## config.mk

```make
export PLATFORM = sky130hd
export DESIGN_NAME = cbi_top
export DESIGN_NICKNAME = d
export VERILOG_FILES = /design/src/cbi_pend_flag.v /design/src/cbi_top.v
export VERILOG_INCLUDE_DIRS = /design/src
export SDC_FILE = /design/constraint.sdc
export NUM_CORES = 1
export LEC_CHECK = 0
export BUFFER_PORTS_ARGS = -buffer_cell sky130_fd_sc_hd__buf_2
export CAP_MARGIN = 5
export CELL_PAD_IN_SITES_DETAIL_PLACEMENT = 0
export CELL_PAD_IN_SITES_GLOBAL_PLACEMENT = 1
export CORE_UTILIZATION = 37
export DETAILED_ROUTE_END_ITERATION = 8
export PLACE_DENSITY_LB_ADDON = 0.1
export SETUP_SLACK_MARGIN = 0.1
export SLEW_MARGIN = 20
export SYNTH_ARGS = -nofsm -noshare
export SYNTH_HDL_FRONTEND = slang
export SYNTH_SLANG_ARGS = --single-unit
```

## constraint.sdc

```tcl
create_clock -name SYS_CLK_I -period 1.9 [get_ports SYS_CLK_I]
set_input_delay 0.285 -clock SYS_CLK_I [delete_from_list [all_inputs] [get_ports SYS_CLK_I]]
set_output_delay 0.285 -clock SYS_CLK_I [all_outputs]
set_load 0.03 [all_outputs]
```

## src/cbi_consts.vh

```
// constants for the can buffer interrupt and error count block
// How it works
// - A 16-bit enable register holds one bit per message buffer, and a set bit lets that buffer interrupt.
// - The enable register has an upper byte and a lower byte, and the host may write the whole word or either byte alone.
// - A successful transfer on a buffer sets that buffer's pending flag.
// - A buffer requests an interrupt only while its pending flag and its enable bit are both set.
// - The pending register has an upper byte and a lower byte, and the host may access the whole word or either byte.
// - A pending flag clears only when the host has read it as one and then writes zero to it.
// - A new event that comes between that read and the zero write keeps the flag set.
// - Host writes to the pending register can only clear bits, and writing one never sets a bit.
// - The receive error count is readable as an 8-bit value.
// - The transmit error count is readable as an 8-bit value.
// - The transmit warning and receive warning statuses are high while their counts are at least 96.
// - The fault confinement state reads as a 2-bit code, 00 error active and 01 error passive.
`ifndef CBI_CONSTS_VH
`define CBI_CONSTS_VH
`define CBI_ADDR_W 4
`define CBI_OFF_ENABLE 4'h0
`define CBI_OFF_PENDING 4'h4
`define CBI_OFF_ERRCNT 4'h8
`define CBI_OFF_STATUS 4'hC
`define CBI_ENABLE_RST 16'h0000
`define CBI_PENDING_RST 16'h0000
`define CBI_WARN_LIMIT 8'h60
`define CBI_RESP_OKAY 2'b00
`define CBI_RESP_SLVERR 2'b10
`define CBI_ERRCNT_RX_LSB 0
`define CBI_ERRCNT_TX_LSB 8
`define CBI_STAT_TRANSMIT_WARNING 9
`define CBI_STAT_RECEIVE_WARNING 8
`define CBI_STAT_FCS_LSB 4
`endif

```

## src/cbi_pend_flag.v

```verilog
// one pending flag with read-then-zero clearing
`timescale 1ns/1ps
module cbi_pend_flag
(
	// clock and reset
	input wire clk_i,
	input wire rst_i,
	// events
	input wire set_i,
	input wire read_i,
	input wire wr_en_i,
	input wire wr_bit_i,
	// state
	output reg flag_o
);
reg armed_ff;
reg nxt_armed;
reg nxt_flag;
always @*
begin
	nxt_flag = flag_o;
	nxt_armed = armed_ff;
	if (read_i && flag_o)
		nxt_armed = 1'b1;
	if (wr_en_i && !wr_bit_i && armed_ff)
	begin
		nxt_flag = 1'b0;
		nxt_armed = 1'b0;
	end
	else if (wr_en_i)
		nxt_armed = 1'b0;
	if (set_i)
	begin
		nxt_flag = 1'b1;
		nxt_armed = 1'b0;
	end
end
always @(posedge clk_i)
begin
	if (rst_i)
	begin
		flag_o <= 1'b0;
		armed_ff <= 1'b0;
	end
	else
	begin
		flag_o <= nxt_flag;
		armed_ff <= nxt_armed;
	end
end
endmodule // cbi_pend_flag

```

## src/cbi_top.v

```verilog
// can buffer interrupt flags, masks and error count readout over axi4-lite
//
// Added by the designer: the AXI4-Lite slave port and the register addresses.
`timescale 1ns/1ps
`include "cbi_consts.vh"
module cbi_top
(
	// clock and reset
	input wire SYS_CLK_I,
	input wire RST_I,
	// can core side
	input wire [15:0] BUF_DONE_I,
	input wire [7:0] RX_ERR_CNT_I,
	input wire [7:0] TX_ERR_CNT_I,
	input wire ERR_PASSIVE_I,
	output reg BUF_IRQ_O,
	output reg TRANSMIT_WARNING_O,
	output reg RECEIVE_WARNING_O,
	// axi write address
	input wire [`CBI_ADDR_W-1:0] S_AXI_AWADDR_I,
	input wire S_AXI_AWVALID_I,
	output reg S_AXI_AWREADY_O,
	// axi write data
	input wire [31:0] S_AXI_WDATA_I,
	input wire [3:0] S_AXI_WSTRB_I,
	input wire S_AXI_WVALID_I,
	output reg S_AXI_WREADY_O,
	// axi write response
	output reg [1:0] S_AXI_BRESP_O,
	output reg S_AXI_BVALID_O,
	input wire S_AXI_BREADY_I,
	// axi read address
	input wire [`CBI_ADDR_W-1:0] S_AXI_ARADDR_I,
	input wire S_AXI_ARVALID_I,
	output reg S_AXI_ARREADY_O,
	// axi read data
	output reg [31:0] S_AXI_RDATA_O,
	output reg [1:0] S_AXI_RRESP_O,
	output reg S_AXI_RVALID_O,
	input wire S_AXI_RREADY_I
);
function is_mapped;
	input [`CBI_ADDR_W-1:0] a;
	begin
		is_mapped = (a == `CBI_OFF_ENABLE) || (a == `CBI_OFF_PENDING) ||
			(a == `CBI_OFF_ERRCNT) || (a == `CBI_OFF_STATUS);
	end
endfunction
reg [15:0] buffer_irq_enable_ff;
reg [15:0] nxt_enable;
wire [15:0] buffer_irq_pending;
reg [`CBI_ADDR_W-1:0] awaddr_ff;
reg aw_held_ff;
reg [31:0] wdata_ff;
reg [3:0] wstrb_ff;
reg w_held_ff;
wire wr_go;
wire rd_go;
reg [31:0] rd_value;
reg [1:0] fault_confinement_state;
reg [15:0] pend_rd;
reg [15:0] pend_wr_en;
reg [15:0] pend_wr_bit;
// write path: address and data taken in either order
assign wr_go = aw_held_ff && w_held_ff && !S_AXI_BVALID_O;
assign rd_go = S_AXI_ARVALID_I && S_AXI_ARREADY_O;
always @(posedge SYS_CLK_I)
begin
	if (RST_I)
	begin
		aw_held_ff <= 1'b0;
		w_held_ff <= 1'b0;
		awaddr_ff <= {`CBI_ADDR_W{1'b0}};
		wdata_ff <= 32'h00000000;
		wstrb_ff <= 4'h0;
		S_AXI_AWREADY_O <= 1'b0;
		S_AXI_WREADY_O <= 1'b0;
		S_AXI_BVALID_O <= 1'b0;
		S_AXI_BRESP_O <= `CBI_RESP_OKAY;
	end
	else
	begin
		S_AXI_AWREADY_O <= !aw_held_ff && !S_AXI_AWREADY_O && !S_AXI_BVALID_O;
		S_AXI_WREADY_O <= !w_held_ff && !S_AXI_WREADY_O && !S_AXI_BVALID_O;
		if (S_AXI_AWVALID_I && S_AXI_AWREADY_O)
		begin
			aw_held_ff <= 1'b1;
			awaddr_ff <= S_AXI_AWADDR_I;
			S_AXI_AWREADY_O <= 1'b0;
		end
		if (S_AXI_WVALID_I && S_AXI_WREADY_O)
		begin
			w_held_ff <= 1'b1;
			wdata_ff <= S_AXI_WDATA_I;
			wstrb_ff <= S_AXI_WSTRB_I;
			S_AXI_WREADY_O <= 1'b0;
		end
		if (wr_go)
		begin
			aw_held_ff <= 1'b0;
			w_held_ff <= 1'b0;
			S_AXI_BVALID_O <= 1'b1;
			S_AXI_BRESP_O <= is_mapped(awaddr_ff) ? `CBI_RESP_OKAY : `CBI_RESP_SLVERR;
		end
		else if (S_AXI_BVALID_O && S_AXI_BREADY_I)
			S_AXI_BVALID_O <= 1'b0;
	end
end
// enable register with byte lanes
always @*
begin
	nxt_enable = buffer_irq_enable_ff;
	if (wr_go && awaddr_ff == `CBI_OFF_ENABLE)
	begin
		if (wstrb_ff[0])
			nxt_enable[7:0] = wdata_ff[7:0];
		if (wstrb_ff[1])
			nxt_enable[15:8] = wdata_ff[15:8];
	end
end
always @(posedge SYS_CLK_I)
begin
	if (RST_I)
		buffer_irq_enable_ff <= `CBI_ENABLE_RST;
	else
		buffer_irq_enable_ff <= nxt_enable;
end
// pending flags: read arms, zero write clears per byte lane
always @*
begin
	pend_rd = 16'h0000;
	pend_wr_en = 16'h0000;
	pend_wr_bit = wdata_ff[15:0];
	if (rd_go && S_AXI_ARADDR_I == `CBI_OFF_PENDING)
		pend_rd = 16'hFFFF;
	if (wr_go && awaddr_ff == `CBI_OFF_PENDING)
		pend_wr_en = {{8{wstrb_ff[1]}}, {8{wstrb_ff[0]}}};
end
genvar gi;
generate
	for (gi = 0; gi < 16; gi = gi + 1)
	begin : g_flag
		cbi_pend_flag u_flag
		(
			.clk_i(SYS_CLK_I),
			.rst_i(RST_I),
			.set_i(BUF_DONE_I[gi]),
			.read_i(pend_rd[gi]),
			.wr_en_i(pend_wr_en[gi]),
			.wr_bit_i(pend_wr_bit[gi]),
			.flag_o(buffer_irq_pending[gi])
		);
	end
endgenerate
// read path
always @*
begin
	fault_confinement_state = {1'b0, ERR_PASSIVE_I};
	case (S_AXI_ARADDR_I)
		`CBI_OFF_ENABLE: rd_value = {16'h0000, buffer_irq_enable_ff};
		`CBI_OFF_PENDING: rd_value = {16'h0000, buffer_irq_pending};
		`CBI_OFF_ERRCNT: rd_value = {16'h0000, TX_ERR_CNT_I, RX_ERR_CNT_I};
		`CBI_OFF_STATUS: rd_value = {22'h000000, TRANSMIT_WARNING_O, RECEIVE_WARNING_O, 2'b00, fault_confinement_state, 4'h0};
		default: rd_value = 32'h00000000;
	endcase
end
always @(posedge SYS_CLK_I)
begin
	if (RST_I)
	begin
		S_AXI_ARREADY_O <= 1'b0;
		S_AXI_RVALID_O <= 1'b0;
		S_AXI_RDATA_O <= 32'h00000000;
		S_AXI_RRESP_O <= `CBI_RESP_OKAY;
	end
	else
	begin
		S_AXI_ARREADY_O <= !S_AXI_ARREADY_O && !S_AXI_RVALID_O;
		if (rd_go)
		begin
			S_AXI_ARREADY_O <= 1'b0;
			S_AXI_RVALID_O <= 1'b1;
			S_AXI_RDATA_O <= rd_value;
			S_AXI_RRESP_O <= is_mapped(S_AXI_ARADDR_I) ? `CBI_RESP_OKAY : `CBI_RESP_SLVERR;
		end
		else if (S_AXI_RVALID_O && S_AXI_RREADY_I)
			S_AXI_RVALID_O <= 1'b0;
	end
end
// interrupt request and warnings
always @(posedge SYS_CLK_I)
begin
	if (RST_I)
	begin
		BUF_IRQ_O <= 1'b0;
		TRANSMIT_WARNING_O <= 1'b0;
		RECEIVE_WARNING_O <= 1'b0;
	end
	else
	begin
		BUF_IRQ_O <= |(buffer_irq_pending & buffer_irq_enable_ff);
		TRANSMIT_WARNING_O <= (TX_ERR_CNT_I >= `CBI_WARN_LIMIT);
		RECEIVE_WARNING_O <= (RX_ERR_CNT_I >= `CBI_WARN_LIMIT);
	end
end
endmodule // cbi_top

```

==> results.py, run 1 <==
metrics = {
    "floorplan": {
        "fp.dieW_um": 106,
        "die_h_um": 106,
        "die_area_um2": 11200,
        "row_count": 37,
        "pin_count": 128,
        "start_util_pct": 38.4,
        "coreArea_um2": 10400,
    },
    "run_status": {
        "outcome": "finished clean",
    },
    "placement": {
        "portBuffers": 91,
        "dpl-instance-area_um2": 4520,
        "dp_hpwl_um": 7520,
        "dp_slack_ns": 0.381,
        "place.gp.congestion": 0.738,
    },
    "detailed_routing": {
        "viasPerCell": 5.00,
        "routed_wl_um": 9900,
        "ant_nets": 0,
        "via_count": 3300,
        "drtIter0Drc": 135,
        "drt_drc_violations_left": 0,
        "routedWlPerCell_um": 15.0,
        "dr.pass1.iters": 6,
    },
    "clock_network": {
        "cts_buffers": 9,
        "clk_latency_ns": 0.35,
        "root_buffer": "clkbuf_8",
        "hold_buffers": 0,
        "cts_max_level": 3,
        "cts.sinks": 98,
        "postCtsSetupRepairBufs": 0,
        "cts_buffer_depth": 2,
        "ctsResizeCount": 0,
        "cts_tree": "yes",
        "clk_pin_slew_ns": 0.09,
    },
    "global_route": {
        "grt_pass1_wl_um": 15700,
        "antenna_found_initial": 0,
        "grt_overflow": 0,
        "grt_start_max_net_pins": 35,
        "track_usage_pct": 18.0,
        "first_global_vias": 3007,
    },
    "critical_path": {
        "rr_endpoint": "buffer_irq_enable_ff[5]",
        "critical_path_required_ns": 2.13,
        "r2r_setup_slack_ns": 0.39,
        "crit_path_start_kind": "flip-flop",
        "crit_fanout": 8,
        "worstReg2RegStart": "S_AXI_BVALID_O",
        "critical_path.endpoint_type": "flip-flop",
        "critPathKind": "flip-flop to flip-flop",
        "rr_worst_depth": 6,
        "crit_start": "S_AXI_BVALID_O",
        "worstPathArrival_ns": 1.74,
    },
    "yosys": {
        "yosys-mux-area-fraction_pct": 8.98,
        "synth_seq_area_share_pct": 49.2,
        "synthesis.area_um2": 3980,
        "synth_top_area_share_pct": 49.2,
        "syn_inst": 428,
        "yosysWarnings": 0,
        "async_flop_share_pct": 0,
        "synth-xor-area-share_pct": 0,
        "synth_compound_area_share_pct": 16.1,
        "synthAdderAreaFrac_pct": 0,
        "synth_edf_count": 0,
        "synth_cell_type_count": 36,
        "ys_seq_elements": 98,
        "synth_area_leaders": "dfxtp_1 (49%), mux2i_1 (7.3%), a21oi_1 (5.7%), nand2_1 (5.3%), nor2_1 (5.0%)",
        "syn_avg_cell_area_um2": 9.31,
        "synth_flop_cell": "dfxtp_1",
        "synth_top_family_by_area": "simple AND/OR/NAND/NOR gates",
        "yosys.area_share.simple_pct": 18.6,
        "synth_top_cell_by_area": "dfxtp_1",
    },
    "pwr": {
        "p_leak_uw": 0.00205,
        "ir_drop_mv": 0.315,
        "power_density_nw_per_um2": 812,
        "total_power_uw": 3810,
    },
    "finish": {
        "antenna_cells": 0,
        "drive_above_1_share_pct": 25.8,
        "final_cell_mix": "dfxtp_1 (98), buf_2 (91), nand2_1 (56)",
        "final_common_cell": "dfxtp_1",
        "fin_area_um2": 4690,
        "nets": 603,
        "fill_cells": 1049,
        "area_growth_pct": 17.8,
    },
    "sta": {
        "hold_viol": 0,
        "finalCritPeriodShare_pct": 79.3,
        "timing.final.crit_period_ns": 1.51,
        "worst_slack_ns": 0.394,
        "fin_tns_setup_ns": 0,
        "timing.fmax_mhz": 664,
        "rsz0062_at_grt": "false",
        "tightest_slew_ns": 0.624,
        "clock_skew_ns": 0.00619,
        "finalSetupViolCount": 0,
        "slew_viol_final": 0,
        "timing.hold.ws_ns": 0.118,
        "maxSlewHeadroom_pct": 58.3,
    },
    "min_path": {
        "hold_path_class": "primary input to flip-flop",
        "whs_path_depth": 2,
        "min_from": "BUF_DONE_I[14]",
        "whs_endpoint": "g_flag[14].u_flag.armed_ff",
    },
    "run": {
        "drv_cap": 0,
    },
}
how the worst max path moves through the flow:
stage | to | slack [ns]
after floorplan | g_flag[1].u_flag.armed_ff | 0.18
after global placement | g_flag[13].u_flag.armed_ff | 0.41
after detailed placement | g_flag[13].u_flag.armed_ff | 0.38
after CTS | buffer_irq_enable_ff[13] | 0.41
after global routing | buffer_irq_enable_ff[5] | 0.29
final | buffer_irq_enable_ff[5] | 0.39
cells in the mapped netlist (2+ instances only):
master and n:
nand4b_1 2, a22oi_1 2, mux2i_1 29, nor3_1 15, or2_1 2, mux4_2 3, nand3_1 4, nor2_1 53
buf_2 6, clkbuf_1 14, buf_6 4, buf_4 19, and4b_1 2, dfxtp_1 98, nand2_1 56, o21ai_0 13
nor4_1 2, nor3_2 8, a311oi_1 15, a22o_1 19, a21oi_1 45, a221oi_1 3
final cells by class:
class / instances / area [µm²] / share of cell area [%]
inverter: 1 / 3.75 / 0.0800
tap: 136 / 170 / 3.63
clock buffer: 12 / 145 / 3.09
multi-input combinational: 302 / 1810 / 38.5
sequential: 98 / 1960 / 41.8
timing repair buffer: 107 / 576 / 12.3
clock inverter: 4 / 27.5 / 0.587
state kept, by name, indices dropped and copies added (netlist names), 2 cells and up:
signal / count
g_flag.u_flag.armed_ff: 16
wstrb_ff: 2
buffer_irq_enable_ff: 16
wdata_ff: 16
S_AXI_RDATA_O: 16
awaddr_ff: 4
g_flag.u_flag.flag_o: 16
power breakdown:
part	switching [µW]	internal (µW)	leakage (µW)	total (µW)
combinational	263	154	0.00118	417
sequential	68.1	2120	0.000799	2190
clock	696	511	0.0000786	1210
total	1030	2780	0.00205	3810
logic make-up (layout without fill, tap and decap cells):
group	after synthesis	in the layout
simple gates	153	153
other cells	1	18
compound gates	99	99
buf+inv	45	124
mux	32	32
flops	98	98
per-layer routing:
metal  part of all wire (%)  up-vias  track usage, %
li1                       -     1673               -
met1                     52     1516            26.6
met2                     42      101            26.5
met3                    5.1       10            3.03
met4                    1.1        0            5.65
met5                      0        -               0
worst max-delay path: stages, from the launching register on:
cell,delay (ns)
dfxtp_1,0.43
and3b_1,0.22
buf_4,0.16
nand4b_1,0.11
buf_4,0.21
mux2i_1,0.21
nor2_1,0.05
stage by stage:
stage                     std cells  util, %
after global routing            660     45.2
after floorplan                 445        -
after CTS                       660     45.2
final                           660     45.2
after global placement          644     43.6
after detailed placement        644     43.6
Power figures use the tool's default switching activity.
==> inputs of run 2 (changes only) <==
--- a/config.mk
+++ b/config.mk
@@ -6,11 +6,12 @@
 export SDC_FILE = /design/constraint.sdc
 export NUM_CORES = 1
 export LEC_CHECK = 0
+export ABC_AREA = 1
 export BUFFER_PORTS_ARGS = -buffer_cell sky130_fd_sc_hd__buf_2
 export CAP_MARGIN = 5
 export CELL_PAD_IN_SITES_DETAIL_PLACEMENT = 0
 export CELL_PAD_IN_SITES_GLOBAL_PLACEMENT = 1
-export CORE_UTILIZATION = 37
+export CORE_UTILIZATION = 36
 export DETAILED_ROUTE_END_ITERATION = 8
 export PLACE_DENSITY_LB_ADDON = 0.1
 export SETUP_SLACK_MARGIN = 0.1
==> constraint.sdc (replaced) <==
create_clock -name SYS_CLK_I -period 1.57 [get_ports SYS_CLK_I]
set_input_delay 0.2355 -clock SYS_CLK_I [delete_from_list [all_inputs] [get_ports SYS_CLK_I]]
set_output_delay 0.2355 -clock SYS_CLK_I [all_outputs]
set_load 0.03 [all_outputs]
==> run 2 against run 1 <==
Compared with the run above:
- sequential power is 21% higher
- clock power increased by 94%
- largest cell class unchanged
- fmax grew 12%
- via count up 17%
- sequential share of layout area fell by 3.6 points
- critical endpoint is now buffer_irq_enable_ff[15]
- clock-buffer cell count is 2 lower
- global-route usage is 1.0 points higher
- first-iteration DRC count up 53%
- critical path type unchanged
==> results.py, run 2 <==
metrics = {
    "critical_path": {
        "crit_path_start_kind": "flip-flop",
        "critPathKind": "flip-flop to flip-flop",
        "crit_chain": "inv_2 -> nand3_1 -> nor3_4 -> nand2_2 -> o21ai_0 -> nor2_1",
        "critical_path_depth": 6,
        "slowest_stage": "dfxtp_1",
        "critical_path_required_ns": 1.80,
        "path_delay_family": "simple AND/OR/NAND/NOR gates",
        "critical_path.endpoint_type": "flip-flop",
        "crit_fanout": 9,
        "worstPathArrival_ns": 1.58,
        "crit_buf_inv": 1,
        "rr_worst_depth": 6,
        "max_stage_delay_ns": 0.36,
    },
    "yosys": {
        "syn_avg_cell_area_um2": 7.51,
        "async_flop_share_pct": 0,
        "synth_edf_count": 0,
        "synthesis.area_um2": 4230,
        "synth_area_leaders": "dfxtp_1 (46%), nand3_1 (9.8%), a21oi_1 (7.9%), nand2_1 (6.9%), o21ai_0 (6.6%)",
        "synth_cell_type_count": 26,
        "synth_seq_area_share_pct": 46.4,
        "yosysMostFrequentCell": "dfxtp_1",
        "syn_inst": 563,
        "synth_top_area_share_pct": 46.4,
        "synth_common_cells": "dfxtp_1 (98), nand3_1 (83), nand2_1 (78)",
        "synth_top_cell_by_area": "dfxtp_1",
        "ys_seq_elements": 98,
        "yosysWarnings": 0,
        "synth_flop_cell": "dfxtp_1",
    },
    "floorplan": {
        "fp.dieW_um": 110,
        "start_util_pct": 37.0,
        "die_h_um": 110,
        "coreArea_um2": 11400,
        "pin_count": 128,
        "row_count": 39,
        "die_area_um2": 12200,
    },
    "clock_network": {
        "root_buffer": "clkbuf_16",
        "cts_max_level": 3,
        "clk_pin_slew_ns": 0.06,
        "cts_tree": "yes",
        "cts_buffers": 9,
        "cts_buffer_depth": 2,
        "cts.sinks": 98,
        "hold_buffers": 0,
        "clk_latency_ns": 0.34,
    },
    "global_route": {
        "track_usage_pct": 19.0,
        "antenna_found_initial": 0,
        "first_global_vias": 3586,
        "grt_overflow": 0,
        "grt_pass1_wl_um": 17500,
        "grt_start_max_net_pins": 58,
    },
    "finish": {
        "antenna_cells": 0,
        "nets": 737,
        "final_common_cell": "dfxtp_1",
        "area_growth_pct": 21.4,
        "fill_cells": 1235,
        "final_cell_mix": "dfxtp_1 (98), buf_2 (91), nand3_1 (83)",
        "drive_above_1_share_pct": 23.9,
    },
    "sta": {
        "finalCritPeriodShare_pct": 85.7,
        "clock_skew_ns": 0.00529,
        "hold_viol": 0,
        "rsz0062_at_grt": "true",
        "timing.hold.ws_ns": 0.133,
        "worst_slack_ns": 0.224,
        "fin_tns_setup_ns": 0,
        "timing.fmax_mhz": 743,
        "slew_viol_final": 0,
        "timing.final.crit_period_ns": 1.35,
        "finalSetupViolCount": 0,
    },
    "detailed_routing": {
        "routed_wl_um": 10900,
        "ant_nets": 0,
        "dr.pass1.iters": 4,
        "via_count": 3865,
        "routedWlPerCell_um": 13.6,
        "drt_drc_violations_left": 0,
        "drtIter0Drc": 206,
        "viasPerCell": 4.83,
    },
    "run": {
        "drv_cap": 0,
    },
    "pwr": {
        "total_power_uw": 5570,
        "ir_drop_mv": 0.840,
        "p_leak_uw": 0.00220,
        "power_density_nw_per_um2": 1090,
    },
    "placement": {
        "dp_slack_ns": 0.0868,
        "place.gp.congestion": 0.762,
        "portBuffers": 91,
        "dp_hpwl_um": 7970,
    },
    "run_status": {
        "outcome": "finished clean",
    },
    "min_path": {
        "whs_path_depth": 3,
        "hold_path_class": "primary input to flip-flop",
    },
}
run 2: through the flow:
stage | cells | area [µm²] | utilization [%]
6_report | 800 | 5130 | 44.9
5_1_grt | 800 | 5130 | 44.9
4_1_cts | 800 | 5110 | 44.8
3_5_place_dp | 785 | 4790 | 42.0
3_3_place_gp | 785 | 4790 | 42.0
2_1_floorplan | 580 | 4290 | -
run 2: repair_timing:
action	in CTS	in global routing
pin swaps	0	0
hold endpoints to repair	0	0
gates resized for setup	0	7
cloned	0	0
endpoints found under the setup margin	2	16
setup buffers	0	0
run 2: power by group:
group	internal, µW	total (µW)	switching, µW
combinational	184	555	371
clock	1430	2350	927
sequential	2580	2660	81.1
total	4200	5570	1380
run 2: cell type report:
type	instances	area (µm²)	share of cell area (%)
sequential	98	1960	38.2
inverter	46	178	3.46
clock buffer	10	239	4.66
clock inverter	5	78.8	1.54
tap	143	179	3.49
timing repair buffer	107	601	11.7
multi-input combinational	391	1890	36.9
run 2: cells by family (layout without fill, tap and decap cells):
family,Yosys count,in the layout,synth area share (%)
AO/OA/AOI/OAI,137,137,17.1
buffers and inverters,91,168,10.7
flip-flops,98,98,46.4
other,1,18,0.0887
AND/OR/NAND/NOR,236,236,25.7
run 2: final timing paths:
| kind | from | end | slack [ns] |
|---|---|---|---|
| setup reg to reg | S_AXI_BVALID_O | buffer_irq_enable_ff[15] | 0.22 |
| hold reg to reg | S_AXI_RDATA_O[0] | S_AXI_RDATA_O[0] | 0.46 |
| hold / removal | RX_ERR_CNT_I[7] | RECEIVE_WARNING_O | 0.13 |
| setup / recovery | S_AXI_BVALID_O | buffer_irq_enable_ff[15] | 0.22 |
run 2: worst min-delay path, cell delays in order:
cell and delay, ns:
buf_2 0.10, a21oi_1 0.04, nor2_1 0.07
run 2: routing by layer:
layer | track usage, % | part of all wire, % | up-vias
met1 | 25.4 | 49 | 1744
met2 | 29.9 | 44 | 95
met3 | 4.17 | 5.5 | 15
li1 | - | - | 2011
met5 | 0 | 0 | -
met4 | 7.24 | 1.6 | 0
